==> src/hw/pco_pkg.sv <==
package pco_pkg;
	// ----------------------------------------------------------------
	// Register map of the device end.
	// ----------------------------------------------------------------
	localparam logic [7:0] PCO_ADDR_TRIG = 8'h57;
	localparam logic [7:0] PCO_ADDR_OVR = 8'h58;
	localparam logic [7:0] PCO_ADDR_TRIM = 8'h59;
	localparam logic [7:0] PCO_ADDR_PRST = 8'h5C;
	localparam logic [7:0] PCO_ADDR_CAL = 8'h5D;
	localparam logic [7:0] PCO_ADDR_STAT = 8'h5E;

	// Reset values.
	localparam logic [7:0] PCO_RST_TRIG = 8'h00;
	localparam logic [7:0] PCO_RST_OVR = 8'h00;
	localparam logic [6:0] PCO_RST_TRIM = 7'h00;

	// Writable bits of each register; all other bits are reserved and zero.
	localparam logic [7:0] PCO_MASK_TRIG = 8'h87;
	localparam logic [7:0] PCO_MASK_OVR = 8'hBF;
	localparam logic [7:0] PCO_MASK_TRIM = 8'h7F;
	localparam logic [7:0] PCO_MASK_PRST = 8'h01;
	localparam logic [7:0] PCO_MASK_CAL = 8'h01;

	// Field positions.
	localparam int PCO_TRIG_EN_BIT = 7;
	localparam int PCO_OVR_EN_BIT = 7;
	localparam int PCO_OVR_REFSE_BIT = 1;
	localparam int PCO_OVR_PLLEN_BIT = 0;

	// Trigger output mode codes.
	localparam logic [2:0] PCO_TRIG_UI16 = 3'h0;
	localparam logic [2:0] PCO_TRIG_UI32 = 3'h1;
	localparam logic [2:0] PCO_TRIG_UI64 = 3'h2;
	localparam logic [2:0] PCO_TRIG_TSTAMP = 3'h3;

	// Half periods of the serializer clocks, in unit intervals.
	localparam logic [5:0] PCO_HALF_UI16 = 6'h08;
	localparam logic [5:0] PCO_HALF_UI32 = 6'h10;
	localparam logic [5:0] PCO_HALF_UI64 = 6'h20;

	// Calibration settling time per trim step.
	localparam int PCO_CLK_PERIOD_PS = 8000;
	localparam int PCO_CAL_SETTLE_NS = 800;
	localparam int PCO_CAL_SETTLE_CYC =
		(PCO_CAL_SETTLE_NS * 1000 + PCO_CLK_PERIOD_PS - 1) / PCO_CLK_PERIOD_PS;

	// Calibration engine states.
	typedef enum logic [3:0] {
		PCO_CAL_IDLE = 4'b0001,
		PCO_CAL_SETTLE = 4'b0010,
		PCO_CAL_DECIDE = 4'b0100,
		PCO_CAL_DONE = 4'b1000
	} pco_cal_state_t;
endpackage

==> src/hw/pco_link_if.sv <==
`timescale 1ns/1ps
interface pco_link_if (
	input wire logic mclk
);
	logic [7:0] addr;
	logic [7:0] wdata;
	logic wr;
	logic rd;
	logic [7:0] rdata;

	modport dev (input addr, input wdata, input wr, input rd, output rdata);
	modport host (output addr, output wdata, output wr, output rd, input rdata);
endinterface

==> src/hw/pco_device.sv <==
// The plain strobed port was left to the implementer.
`timescale 1ns/1ps
//Contract
// - Codes 0-2 give 16/32/64 UI clocks.
// - Code 3 resamples timestamp; 4-7 reserved.
// - Host changes mode only while output disabled.
// - Serializer clocks stop during serializer reinit.
// - Override off: pins drive PLL controls.
// - Override on: register fields drive PLL controls.
// - Second output: off, or reference /1 /2 /4.
// - First output: off, or reference /1 /2 /4.
// - Override off: mode fields ignored, pins decide.
// - Second output needs first output running.
// - Override reference bit selects single-ended input.
// - Override PLL enable bit turns PLL on.
// - Seven-bit trim, software or calibration written.
// - Trim readable and restorable after calibration.
// - Host avoids trim access during calibration.
// - Host writes reserved bits as zero.
// - Enable bit gates trigger buffer and divider.
// - Calibration starts when PLL reset released.
// - Done reads one when finished or skipped.
module pco_device
	import pco_pkg::*;
#(
	parameter int SETTLE_CYC = PCO_CAL_SETTLE_CYC
) (
	input wire logic mclk,
	input wire logic rst_b,
	pco_link_if.dev link,
	input wire logic pll_enable_pin,
	input wire logic ref_type_pin,
	input wire logic clock_config_pin_low,
	input wire logic clock_config_pin_high,
	input wire logic timestamp_input,
	input wire logic ser_ui_tick,
	input wire logic ser_reinit,
	input wire logic ref_tick,
	input wire logic vco_fast,
	output logic trigger_output_pins,
	output logic first_divided_ref_output,
	output logic second_divided_ref_output,
	output logic pll_enable,
	output logic single_ended_ref_input,
	output logic [6:0] oscillator_trim,
	output logic oscillator_cal_complete
);
	// ----------------------------------------------------------------
	// Helper functions.
	// ----------------------------------------------------------------
	// Half period in UI for a serializer-derived mode.
	function automatic logic [5:0] half_of(input logic [2:0] mode);
		logic [5:0] h;
		h = PCO_HALF_UI16;
		if (mode == PCO_TRIG_UI32) begin
			h = PCO_HALF_UI32;
		end else if (mode == PCO_TRIG_UI64) begin
			h = PCO_HALF_UI64;
		end
		return h;
	endfunction

	// Next level of a divided reference output; mode 0 holds it low.
	function automatic logic divref_next(input logic [1:0] mode, input logic cur,
			input logic [1:0] cnt, input logic tick);
		logic n;
		n = cur;
		if (mode == 2'h0) begin
			n = 1'b0;
		end else if (tick) begin
			if (mode == 2'h1 || (mode == 2'h2 && cnt[0]) || (mode == 2'h3 && cnt == 2'h3)) begin
				n = ~cur;
			end
		end
		return n;
	endfunction

	// ----------------------------------------------------------------
	// Pin synchronisers.
	// ----------------------------------------------------------------
	logic [5:0] sync1_r;
	logic [5:0] sync2_r;
	logic pll_en_s;
	logic ref_se_s;
	logic cfg_lo_s;
	logic cfg_hi_s;
	logic ts_s;
	logic fast_s;

	// Only the second stage is read by logic.
	always_ff @(posedge mclk or negedge rst_b) begin
		if (!rst_b) begin
			sync1_r <= 6'h00;
			sync2_r <= 6'h00;
		end else begin
			sync1_r <= {vco_fast, timestamp_input, clock_config_pin_high,
				clock_config_pin_low, ref_type_pin, pll_enable_pin};
			sync2_r <= sync1_r;
		end
	end
	assign {fast_s, ts_s, cfg_hi_s, cfg_lo_s, ref_se_s, pll_en_s} = sync2_r;

	// ----------------------------------------------------------------
	// Register file.
	// ----------------------------------------------------------------
	logic [7:0] trig_r;
	logic [7:0] ovr_r;
	logic [6:0] trim_r;
	logic prst_r;
	logic cal_en_r;
	logic done_r;
	logic [7:0] rdata_r;
	pco_cal_state_t cal_r;
	logic [2:0] bit_r;
	logic [15:0] settle_r;
	logic wr_trig;
	logic wr_ovr;
	logic wr_prst;

	assign wr_trig = link.wr && link.addr == PCO_ADDR_TRIG;
	assign wr_ovr = link.wr && link.addr == PCO_ADDR_OVR;
	assign wr_prst = link.wr && link.addr == PCO_ADDR_PRST;

	// Reserved bits are never stored, so they always read back as zero.
	always_ff @(posedge mclk or negedge rst_b) begin
		if (!rst_b) begin
			trig_r <= PCO_RST_TRIG;
			ovr_r <= PCO_RST_OVR;
			prst_r <= 1'b0;
			cal_en_r <= 1'b0;
		end else begin
			if (wr_trig) begin
				trig_r <= link.wdata & PCO_MASK_TRIG;
			end
			// Fields are stored in either mode and apply once override is set.
			if (wr_ovr) begin
				ovr_r <= link.wdata & PCO_MASK_OVR;
			end
			if (wr_prst) begin
				prst_r <= link.wdata[0];
			end
			if (link.wr && link.addr == PCO_ADDR_CAL) begin
				cal_en_r <= link.wdata[0];
			end
		end
	end

	// Read data stand one cycle after the strobe; unmapped reads give zero.
	always_ff @(posedge mclk or negedge rst_b) begin
		if (!rst_b) begin
			rdata_r <= 8'h00;
		end else if (link.rd) begin
			unique case (link.addr)
				PCO_ADDR_TRIG: rdata_r <= trig_r;
				PCO_ADDR_OVR: rdata_r <= ovr_r;
				PCO_ADDR_TRIM: rdata_r <= {1'b0, trim_r};
				PCO_ADDR_PRST: rdata_r <= {7'h00, prst_r};
				PCO_ADDR_CAL: rdata_r <= {7'h00, cal_en_r};
				PCO_ADDR_STAT: rdata_r <= {7'h00, done_r};
				default: rdata_r <= 8'h00;
			endcase
		end
	end
	assign link.rdata = rdata_r;

	// ----------------------------------------------------------------
	// Oscillator calibration engine.
	// ----------------------------------------------------------------
	// Successive approximation from the top bit: each step sets a bit,
	// lets the loop settle, then drops the bit if the oscillator is fast.
	always_ff @(posedge mclk or negedge rst_b) begin
		if (!rst_b) begin
			cal_r <= PCO_CAL_IDLE;
			trim_r <= PCO_RST_TRIM;
			bit_r <= 3'h0;
			settle_r <= 16'h0000;
			done_r <= 1'b0;
		end else begin
			if (link.wr && link.addr == PCO_ADDR_TRIM) begin
				trim_r <= link.wdata[6:0];
			end
			if (wr_prst && link.wdata[0]) begin
				cal_r <= PCO_CAL_IDLE; // Holding the PLL in reset aborts calibration.
				done_r <= 1'b0;
			end else if (wr_prst && prst_r) begin
				if (cal_en_r) begin
					cal_r <= PCO_CAL_SETTLE;
					trim_r <= 7'h40;
					bit_r <= 3'h6;
					settle_r <= 16'(SETTLE_CYC);
					done_r <= 1'b0;
				end else begin
					cal_r <= PCO_CAL_DONE;
					done_r <= 1'b1;
				end
			end else begin
				unique case (cal_r)
					PCO_CAL_IDLE: cal_r <= PCO_CAL_IDLE;
					PCO_CAL_SETTLE: begin
						settle_r <= settle_r - 16'h0001;
						if (settle_r <= 16'h0001) begin
							cal_r <= PCO_CAL_DECIDE;
						end
					end
					PCO_CAL_DECIDE: begin
						trim_r[bit_r] <= ~fast_s;
						if (bit_r == 3'h0) begin
							cal_r <= PCO_CAL_DONE;
							done_r <= 1'b1;
						end else begin
							trim_r[bit_r - 3'h1] <= 1'b1;
							bit_r <= bit_r - 3'h1;
							settle_r <= 16'(SETTLE_CYC);
							cal_r <= PCO_CAL_SETTLE;
						end
					end
					PCO_CAL_DONE: cal_r <= PCO_CAL_DONE;
				endcase
			end
		end
	end

	// ----------------------------------------------------------------
	// PLL control selection.
	// ----------------------------------------------------------------
	logic ovr_on;
	logic [1:0] first_mode;
	logic [1:0] second_mode;
	logic [1:0] first_pin_mode;
	logic [1:0] second_pin_mode;

	assign ovr_on = ovr_r[PCO_OVR_EN_BIT];
	// Pin decode of the two clock configuration pins.
	assign first_pin_mode = {cfg_hi_s & cfg_lo_s, cfg_hi_s ^ cfg_lo_s};
	assign second_pin_mode = cfg_hi_s ? {1'b1, cfg_lo_s} : 2'h0;
	// Override off ignores the fields and follows the pins.
	assign first_mode = ovr_on ? ovr_r[3:2] : first_pin_mode;
	assign second_mode = ovr_on ? ovr_r[5:4] : second_pin_mode;

	always_ff @(posedge mclk or negedge rst_b) begin
		if (!rst_b) begin
			pll_enable <= 1'b0;
			single_ended_ref_input <= 1'b0;
		end else begin
			pll_enable <= ovr_on ? ovr_r[PCO_OVR_PLLEN_BIT] : pll_en_s;
			single_ended_ref_input <= ovr_on ? ovr_r[PCO_OVR_REFSE_BIT] : ref_se_s;
		end
	end

	// ----------------------------------------------------------------
	// Divided reference outputs.
	// ----------------------------------------------------------------
	logic [1:0] ref_cnt_r;

	// A shared counter keeps the two outputs phase aligned.
	always_ff @(posedge mclk or negedge rst_b) begin
		if (!rst_b) begin
			ref_cnt_r <= 2'h0;
			first_divided_ref_output <= 1'b0;
			second_divided_ref_output <= 1'b0;
		end else begin
			if (ref_tick) begin
				ref_cnt_r <= ref_cnt_r + 2'h1;
			end
			first_divided_ref_output <= divref_next(first_mode, first_divided_ref_output,
				ref_cnt_r, ref_tick);
			// The second output stays low whenever the first is off.
			second_divided_ref_output <= divref_next(first_mode == 2'h0 ? 2'h0 : second_mode,
				second_divided_ref_output, ref_cnt_r, ref_tick);
		end
	end

	// ----------------------------------------------------------------
	// Trigger output.
	// ----------------------------------------------------------------
	logic [5:0] ui_cnt_r;
	logic [2:0] tmode;
	logic trig_on;

	assign tmode = trig_r[2:0];
	assign trig_on = trig_r[PCO_TRIG_EN_BIT];

	// Mode is assumed stable while enabled; a change with the output on may glitch.
	always_ff @(posedge mclk or negedge rst_b) begin
		if (!rst_b) begin
			ui_cnt_r <= 6'h00;
			trigger_output_pins <= 1'b0;
		end else if (!trig_on) begin
			ui_cnt_r <= 6'h00;
			trigger_output_pins <= 1'b0;
		end else if (tmode == PCO_TRIG_TSTAMP) begin
			trigger_output_pins <= ts_s;
		end else if (tmode > PCO_TRIG_TSTAMP) begin
			trigger_output_pins <= 1'b0;
		end else if (ser_reinit) begin
			ui_cnt_r <= 6'h00;
			trigger_output_pins <= 1'b0;
		end else if (ser_ui_tick) begin
			if (ui_cnt_r == half_of(tmode) - 6'h01) begin
				ui_cnt_r <= 6'h00;
				trigger_output_pins <= ~trigger_output_pins;
			end else begin
				ui_cnt_r <= ui_cnt_r + 6'h01;
			end
		end
	end

	assign oscillator_trim = trim_r;
	assign oscillator_cal_complete = done_r;
endmodule

==> src/flat_wrapper.sv <==
// flat-port wrapper written by rule: the top's interface ports become plain ports
module pco_device_flat import pco_pkg::*;
#(
	parameter int SETTLE_CYC = PCO_CAL_SETTLE_CYC
)
  (mclk, rst_b, pll_enable_pin, ref_type_pin, clock_config_pin_low, clock_config_pin_high, timestamp_input, ser_ui_tick, ser_reinit, ref_tick, vco_fast, trigger_output_pins, first_divided_ref_output, second_divided_ref_output, pll_enable, single_ended_ref_input, oscillator_trim, oscillator_cal_complete, link_addr, link_wdata, link_wr, link_rd, link_rdata);
  pco_link_if link_i (.mclk(mclk));
  input wire logic mclk;
  input wire logic rst_b;
  input wire logic pll_enable_pin;
  input wire logic ref_type_pin;
  input wire logic clock_config_pin_low;
  input wire logic clock_config_pin_high;
  input wire logic timestamp_input;
  input wire logic ser_ui_tick;
  input wire logic ser_reinit;
  input wire logic ref_tick;
  input wire logic vco_fast;
  output logic trigger_output_pins;
  output logic first_divided_ref_output;
  output logic second_divided_ref_output;
  output logic pll_enable;
  output logic single_ended_ref_input;
  output logic [6:0] oscillator_trim;
  output logic oscillator_cal_complete;
  input wire logic [$bits(link_i.addr)-1:0] link_addr;
  input wire logic [$bits(link_i.wdata)-1:0] link_wdata;
  input wire logic [$bits(link_i.wr)-1:0] link_wr;
  input wire logic [$bits(link_i.rd)-1:0] link_rd;
  output wire logic [$bits(link_i.rdata)-1:0] link_rdata;
  assign link_i.addr = link_addr;
  assign link_i.wdata = link_wdata;
  assign link_i.wr = link_wr;
  assign link_i.rd = link_rd;
  assign link_rdata = link_i.rdata;
  pco_device #(.SETTLE_CYC(SETTLE_CYC)) u_core (.mclk(mclk), .rst_b(rst_b), .link(link_i), .pll_enable_pin(pll_enable_pin), .ref_type_pin(ref_type_pin), .clock_config_pin_low(clock_config_pin_low), .clock_config_pin_high(clock_config_pin_high), .timestamp_input(timestamp_input), .ser_ui_tick(ser_ui_tick), .ser_reinit(ser_reinit), .ref_tick(ref_tick), .vco_fast(vco_fast), .trigger_output_pins(trigger_output_pins), .first_divided_ref_output(first_divided_ref_output), .second_divided_ref_output(second_divided_ref_output), .pll_enable(pll_enable), .single_ended_ref_input(single_ended_ref_input), .oscillator_trim(oscillator_trim), .oscillator_cal_complete(oscillator_cal_complete));
endmodule
==> config.mk <==
export PLATFORM = sky130hd
export DESIGN_NAME = pco_device_flat
export DESIGN_NICKNAME = d
export VERILOG_FILES = /design/src/hw/pco_pkg.sv /design/src/hw/pco_link_if.sv /design/src/hw/pco_device.sv /design/src/flat_wrapper.sv
export SDC_FILE = /design/constraint.sdc
export NUM_CORES = 1
export LEC_CHECK = 0
export ABC_AREA = 1
export BUFFER_PORTS_ARGS = -buffer_cell sky130_fd_sc_hd__buf_4
export CORE_UTILIZATION = 40
export CTS_CLUSTER_SIZE = 25
export DETAILED_ROUTE_END_ITERATION = 8
export GPL_TIMING_DRIVEN = 0
export PLACE_DENSITY = 0.6
export SETUP_SLACK_MARGIN = 0.1
export SLEW_MARGIN = 20
export SYNTH_ARGS = -nofsm -noshare
export SYNTH_HDL_FRONTEND = slang
export SYNTH_SLANG_ARGS = --single-unit
==> constraint.sdc <==
create_clock -name mclk -period 2.2 [get_ports mclk]
set_input_delay 0.22 -clock mclk [delete_from_list [all_inputs] [get_ports mclk]]
set_output_delay 0.22 -clock mclk [all_outputs]
set_load 0.03 [all_outputs]
==> results of run 1 <==
==> worst max-delay path: cells and delay by family, from the launching register on <==
family / cells / cell delay [ns]
simple gates: 6 / 0.70
buf+inv: 4 / 0.53
flops: 1 / 0.37
fa+ha+maj: 1 / 0.19
compound gates: 1 / 0.07
==> metrics by stage <==
stage | utilization (%) | setup slack [ns] | hold slack, ns | std cells
after floorplan | - | 0.5554 | -0.07559 | 600
after global placement | 46.80 | 0.2988 | 0.3300 | 784
after detailed placement | 46.80 | 0.2320 | 0.3333 | 784
after CTS | 48.97 | 0.2058 | 0.05200 | 805
after global routing | 49.18 | 0.09874 | 0.05467 | 807
final | 49.18 | 0.2799 | 0.01413 | 807
==> routing by layer <==
layer	part of all wire [%]	wire length [um]
met1	49	4964
met5	0	0
met2	48	4840
met3	3.0	301
met4	0.73	74
==> report_power, final <==
part / switching (mW) / internal, mW / total, mW
logic: 0.252 / 0.170 / 0.422
registers: 0.0701 / 1.50 / 1.57
clock network: 0.519 / 0.430 / 0.949
total: 0.841 / 2.10 / 2.94
==> logic make-up after synthesis <==
logic type / after synthesis / share of synthesized area (%)
AO/OA/AOI/OAI: 69 / 8.439
XOR/XNOR: 4 / 0.8066
adder cells (fa/ha/maj): 7 / 2.016
buffers and inverters: 81 / 7.690
flip-flops: 77 / 44.38
multiplexers: 4 / 1.037
AND/OR/NAND/NOR: 358 / 35.63
==> placed cells by master, fill, tap and decap left out, types with 2 or more instances in the layout <==
master and instances:
nand2_2 3, clkinv_2 2, mux2_2 4, nor2_1 61, nor3_1 10, clkinv_1 2, nor2_2 2, clkinvlp_4 3
ha_1 7, buf_4 50, xnor2_1 2, clkbuf_8 10, nand3_2 2, or2_2 3, inv_1 61, nand3b_1 3
o21ai_0 38, nand3_1 55, nand2_1 200, o21ai_1 13, o211ai_1 4, clkbuf_1 2, xor2_1 2, inv_2 2
a21oi_1 9, o21a_1 2, dfrtp_1 76, buf_6 2, o22ai_1 2, buf_2 11, dlygate4sd3_1 6, nand4_1 14
==> final timing paths <==
kind / end / slack, ns / cells after the start
worst max register to register: u_core.settle_r[1]$_DFFE_PN0P_ / 0.28 / 12
worst max-delay path: u_core.settle_r[1]$_DFFE_PN0P_ / 0.28 / 12
worst min-delay path: u_core.first_divided_ref_output$_DFFE_PN0P_ / 0.01 / 1
worst min register to register: u_core.sync2_r[4]$_DFF_PN0_ / 0.35 / 0
min in group mclk: u_core.ref_cnt_r[0]$_DFFE_PN0P_ / 0.08 / 2
max in group asynchronous: u_core.bit_r[2]$_DFFE_PN0P_ / 1.57 / 1
==> timing repair <==
action                     in CTS  in global routing
hold endpoints to repair        6                  0
setup endpoints to repair       0                 17
buffers inserted                0                  2
gates resized for setup         0                  2
hold buffers                    6                  0
==> final cells by class <==
class	count	share of cell area, %
multi-input cells	442	40.64
clock inverters	4	0.4885
repair buffers	56	8.500
well taps	136	3.322
clock buffers	11	2.760
plain buffers	15	1.734
inverters	66	4.910
flip-flops and latches	77	37.64
==> cells in the mapped netlist, drive strengths merged <==
cell type / instances / area, um2
nand2: 203 / 769.5
dfrtp: 76 / 1902
inv: 64 / 240.2
nor2: 64 / 261.5
nand3: 58 / 312.8
o21ai: 51 / 255.2
nand4: 15 / 100.1
buf: 14 / 82.58
nor3: 10 / 50.05
a21oi: 9 / 45.04
ha: 7 / 87.58
mux2: 4 / 45.04
o211ai: 4 / 30.03
or2: 4 / 25.03
nand3b: 3 / 22.52
clkinv: 2 / 7.510
o21a: 2 / 15.01
o22ai: 2 / 12.51
xnor2: 2 / 17.52
xor2: 2 / 17.52
clkbuf: 1 / 3.750
dfstp: 1 / 26.28
nor4: 1 / 6.260
o2111ai: 1 / 8.760
==> state kept, by name, summed over array words and instances, names as in the netlist, 2 cells and up <==
signal                  cells
u_core.settle_r            16
u_core.link.rdata           8
u_core.oscillator_trim      7
u_core.ovr_r                7
u_core.sync1_r              6
u_core.sync2_r              6
u_core.ui_cnt_r             6
u_core.cal_r                4
u_core.trig_r               4
u_core.bit_r                3
u_core.ref_cnt_r            2
==> summary.txt, run 1 <==
Timing
  • RSZ-0062 raised after global routing: no
  • Total negative slack: 0 ns
  • Final hold violation count: 0
  • Crit share post-route: 87.28%
  • Final Skew: 0.009470 ns
  • Max Clk Rate: 0.5208 GHz
  • Worst-margin pin slew: 0.9575 ns
  • Relative max-transition margin: 36.17%
  • Final setup violation count: 0
  • Tmin final: 1.920 ns
  • Final Max Tran Viols: 0

Power
  • PwrDens: 574.7 nW/um2
  • Worst VDD drop: 0.4032 mV
  • Final Power: 2.944 mW
  • LEAKAGE: 2.741 nW

Global routing
  • Gr usage total: 18.86%
  • Largest net degree at the start of global routing: 78
  • Vias in the first global route: 3,608
  • GRT met2 Usage: 31.49%
  • GRT Max-Usage Layer: met2
  • First-pass GRT wire length: 16.79 mm
  • GRT met3 Usage: 4.598%
  • Met1 usage: 24.33%
  • Gr ovfl total: 0
  • Initial antenna violation count: 0

Setup path
  • Crit path DAT: 2.21 ns
  • CP peak stage delay: 0.37 ns
  • CP startpoint kind: flip-flop
  • Cell-by-cell listing of the critical path: clkbuf_4 -> clkinvlp_4 -> ha_1 -> inv_1 -> nor2_1 -> nand4_1 -> nand2_1 -> nand2_2 -> nand3_4 -> buf_6 -> nand2_1 -> o21ai_1
  • RR Startpoint: u_core.bit_r[0]$_DFFE_PN0P_
  • Crit. End Element: flip-flop
  • CP Class: flip-flop to flip-flop
  • Slowest CP cell: dfrtp_1
  • Worst path required time: 2.49 ns
  • Critical-path maximum fanout: 10
  • Top cell by count, worst path: nand2_1
  • Crit. Startpoint: u_core.bit_r[0]$_DFFE_PN0P_

Floorplanning
  • Rows: 37
  • Initial Utilization: 41.71%
  • Die height: 106.2 um
  • Core footprint: 10,420 um2
  • I/O pins: 50
  • Chip width: 106.2 um
  • Die area: 11,280 um2

Finish
  • Area delta synth->final: 17.91%
  • Filler cell count: 1,041
  • Ant. Diodes: 0
  • Fin area: 5122 um2
  • Multi-input logic area: 2082 um2
  • Register Area: 1928 um2
  • Final Net Count: 703
  • Fraction of layout cells with a size suffix above 1: 14.75%

Hold path
  • Worst Hold Class: primary input to asynchronous set/reset pin

Synthesis
  • Area of the mapped netlist: 4344 um2
  • Post-synthesis sequential area ratio: 44.38%
  • Total of warnings raised by yosys: 0
  • Post-Syn Area per Cell: 7.240 um2
  • Synth Net Count: 636
  • Synthesized instance count: 600
  • Register bit count reported by yosys: 77
  • Cell variety after synth: 34

Routing
  • Drt total wl: 10.18 mm
  • DRC: 0
  • Number of DRC markers in iteration 0: 189
  • Remaining antenna violation count: 0
  • Total number of vias: 3,972
  • Wire per inst: 12.61 um
  • Initial DRT Pass Iterations: 5
  • Vias per cell: 4.922

Clock tree
  • CTS tree: built
  • # clock sinks: 77
  • Clock-pin slew on the worst setup and hold paths: 0.08 ns
  • Worst-Skew Late Latency: 0.36 ns
  • CTS max path bufs: 2
  • H-tree depth: 3
  • Root buffer cell: clkbuf_8
  • CTS Buf Count: 9

Place
  • Post-DP Area: 4875 um2
  • IO buf count: 48
  • Final HPWL DP: 7.573 mm
  • GP Congestion: 0.8212

Flow run
  • Max-cap violations: 0

Status
  • Status: completed
(Power assumes the default switching activity.)
==> inputs of run 2 (changes only) <==
--- a/config.mk
+++ b/config.mk
@@ -7,3 +7,3 @@
 export LEC_CHECK = 0
-export ABC_AREA = 1
+export ABC_AREA = 0
 export BUFFER_PORTS_ARGS = -buffer_cell sky130_fd_sc_hd__buf_4
@@ -15,2 +15,3 @@
 export SETUP_SLACK_MARGIN = 0.1
+export SKIP_CTS_REPAIR_TIMING = 1
 export SLEW_MARGIN = 20
==> constraint.sdc (replaced) <==
create_clock -name mclk -period 2.2 [get_ports mclk]
set_input_delay 0.33 -clock mclk [delete_from_list [all_inputs] [get_ports mclk]]
set_output_delay 0.33 -clock mclk [all_outputs]
set_load 0.03 [all_outputs]
==> run 2 against run 1 <==
  * The flow now finishes with violations (negative hold slack)
  * Largest power group unchanged
  * Wire length shrank 0.56%
  * Maximum frequency down 7.4%
  * Power is 1.6% lower
  * Cell count fell by 21%
  * Combinational power is 16% lower
  * Largest cell class unchanged
  * Utilization grew 1.7 points
  * First-iteration DRC count is 12% lower
  * Die area is 3.9% lower
  * Highest routed layer unchanged
==> summary.txt, run 2 <==
Synthesis
  • Fraction of synthesized cell area in xor and xnor cells: 0.6301%
  • Largest family of logic cells by synthesized area: simple AND/OR/NAND/NOR gates
  • Post-Syn Area per Cell: 9.653 um2
  • Total of warnings raised by yosys: 0
  • Synth Area in Simple Gates: 22.02%
  • Synth Flop Type: dfrtp_1
  • Post-synthesis sequential area ratio: 46.23%
  • Area of the mapped netlist: 4170 um2
  • Synthesized instance count: 432
  • Async S/R FF share, synth: 100.0%
  • Synth Area in Compound Gates: 15.63%
  • Largest cells by area after synthesis: dfrtp_1 46%, mux2_2 5.9%, a21oi_1 4.3%, mux2i_1 3.8%, nor2_1 3.1%
  • Yosys top cell by area: dfrtp_1
  • Synth Net Count: 468
  • Post-synth top area share: 45.60%
  • Register bit count reported by yosys: 77
  • Post-synth EDFFs: 0
  • Adder-cell share of the synthesized area: 2.100%
  • Count leader, synth: dfrtp_1
  • Cell variety after synth: 56
  • Commonest cells post-synth: 76 x dfrtp_1, 36 x a21oi_1, 34 x nor2_1
  • Multiplexer share of the synthesized area: 9.781%

Routing
  • Wire per inst: 15.92 um
  • Vias per cell: 5.656
  • DRC: 0
  • Remaining antenna violation count: 0
  • Number of DRC markers in iteration 0: 167
  • Drt total wl: 10.12 mm
  • Total number of vias: 3,597
  • Initial DRT Pass Iterations: 4

Timing
  • Crit share post-route: 94.30%
  • Relative max-transition margin: 40.62%
  • Tmin final: 2.075 ns
  • Final setup violation count: 0
  • Final Max Tran Viols: 0
  • Max Clk Rate: 0.4820 GHz
  • Final hold violation count: 17
  • Min setup slack post-route: 0.1253 ns
  • Final Skew: 0.006904 ns
  • Hold WS: -0.01673 ns
  • RSZ-0062 raised after global routing: yes
  • Worst-margin pin slew: 0.8834 ns

Flow run
  • Max-cap violations: 0

Place
  • Placed insts: 610
  • Post-DP Area: 4677 um2
  • IO buf count: 45
  • GP Congestion: 0.8228
  • Final HPWL DP: 6.961 mm
  • Dpl ws: -0.3452 ns

Clock tree
  • CTS Buf Count: 9
  • CTS tree: built
  • H-tree depth: 3
  • # clock sinks: 77
  • Worst-Skew Late Latency: 0.36 ns
  • Root buffer cell: clkbuf_8
  • Clock-pin slew on the worst setup and hold paths: 0.08 ns
  • CTS max path bufs: 2

Hold path
  • Worst Hold Class: primary input to asynchronous set/reset pin

Finish
  • Most frequent cells in the layout: 74 x dfrtp_1, 56 x buf_4, 32 x nor2_1, 32 x a21oi_1, 26 x nand2_1
  • Fraction of layout cells with a size suffix above 1: 25.84%
  • Biggest register: u_core.settle_r
  • Fin area: 5060 um2
  • Max reg flops: 16
  • Area delta synth->final: 21.33%
  • Ant. Diodes: 0
  • Filler cell count: 912
  • Fin cells: 636
  • Final Net Count: 534
  • Most common cell after layout, fill and taps aside: dfrtp_1

Floorplanning
  • Die height: 104.1 um
  • Rows: 36
  • Core footprint: 9955 um2
  • Die area: 10,840 um2
  • I/O pins: 50
  • Initial Utilization: 41.89%
  • Chip width: 104.1 um

Global routing
  • Largest net degree at the start of global routing: 78
  • Vias in the first global route: 3,385
  • Gr ovfl total: 0
  • Initial antenna violation count: 0
  • First-pass GRT wire length: 16.91 mm
  • Gr usage total: 19.53%

Setup path
  • Crit path DAT: 2.36 ns
  • CP peak stage delay: 0.47 ns
  • CP startpoint kind: flip-flop
  • Worst path required time: 2.49 ns
  • Top cell by count, worst path: buf_6
  • Crit. End Element: flip-flop
  • Slowest CP cell: or4_4
  • Cell-by-cell listing of the critical path: buf_6 -> inv_4 -> ha_4 -> nand2b_4 -> a21oi_4 -> o31a_1 -> buf_6 -> or4_4 -> a21oi_2
  • Critical-path maximum fanout: 5
  • CP Class: flip-flop to flip-flop

Power
  • LEAKAGE: 2.160 nW
  • PwrDens: 572.6 nW/um2
  • Worst VDD drop: 0.4452 mV

Status
  • Status: finished with violations
  • Failing checks: negative hold slack
[run 2: changes by cell type in the layout (fill, tap and decap cells not counted), moves of 11 or more]
cell | previous run | this run
a21oi_1 | 9 | 32
nor2b_1 | 0 | 11
nor2_1 | 61 | 32
o21ai_1 | 13 | 0
inv_1 | 61 | 10
mux2_2 | 4 | 22
nand2_1 | 200 | 26
nand3_1 | 55 | 15
o21ai_0 | 38 | 24
or3_1 | 0 | 15
mux2i_1 | 0 | 16
[run 2: critical path: cells and delay by family, from the launching register on]
kind / cells / cell delay (ns)
DFF: 1 / 0.34
adders and majority gates: 1 / 0.17
and+or+nand+nor: 2 / 0.58
AOI/OAI and AO/OA: 3 / 0.58
buffers and inverters: 3 / 0.33
[run 2: cell type report]
cell class | instances | area, um2 | share of cell area, %
well taps | 133 | 166.4 | 3.289
plain buffers | 22 | 110.1 | 2.176
inverters | 12 | 50.05 | 0.9891
clock buffers | 11 | 141.4 | 2.794
repair buffers | 57 | 435.4 | 8.605
flip-flops and latches | 77 | 1931 | 38.16
clock inverters | 5 | 35.03 | 0.6924
multi-input cells | 319 | 2191 | 43.30
[run 2: layer usage]
metal,wire [um],vias up,track usage [%]
met3,376,10,3.885
met5,0,-,0
met1,4964,1776,27.32
met4,144,0,6.735
met2,4638,78,30.10
li1,-,1733,-
[run 2: where the power goes]
| group | switching, mW | leakage [nW] | internal (mW) |
|---|---|---|---|
| Combinational | 0.194 | 1.08 | 0.161 |
| Sequential | 0.0577 | 0.988 | 1.48 |
| Clock | 0.560 | 0.0897 | 0.443 |
[run 2: stage by stage]
step           total power, mW  hold slack, ns  utilization [%]  setup TNS, ns
3_5_place_dp             1.915          0.3365            46.98         -4.472
6_report                 2.897        -0.01673            50.83              0
3_3_place_gp             1.907          0.3332            46.98         -4.287
2_1_floorplan            1.762         0.03441                -              0
4_1_cts                  2.925         0.05295            48.76         -5.364
5_1_grt                  3.046         0.04733            50.83              0
[run 2: path summary, 6_finish.rpt]
path | startpoint | to | slack (ns) | cells after the start
worst max-delay path | u_core.bit_r[1]$_DFFE_PN0P_ | u_core.settle_r[8]$_DFFE_PN0P_ | 0.13 | 9
worst min-delay path | rst_b | u_core.settle_r[4]$_DFFE_PN0P_ | -0.02 | 1
worst max register to register | u_core.bit_r[1]$_DFFE_PN0P_ | u_core.settle_r[8]$_DFFE_PN0P_ | 0.13 | 9
worst min register to register | u_core.sync1_r[5]$_DFF_PN0_ | u_core.sync2_r[5]$_DFF_PN0_ | 0.35 | 0
max in group asynchronous | rst_b | u_core.ovr_r[7]$_DFFE_PN0P_ | 1.70 | 1
min in group mclk | ref_type_pin | u_core.sync1_r[1]$_DFF_PN0_ | 0.06 | 1
[run 2: cell families after synthesis]
| family | count (synthesis) |
|---|---|
| multiplexers | 38 |
| XOR/XNOR | 3 |
| AND/OR/NAND/NOR | 164 |
| AO/OA/AOI/OAI | 107 |
| buffers and inverters | 36 |
| adder cells (fa/ha/maj) | 7 |
| flip-flops | 77 |
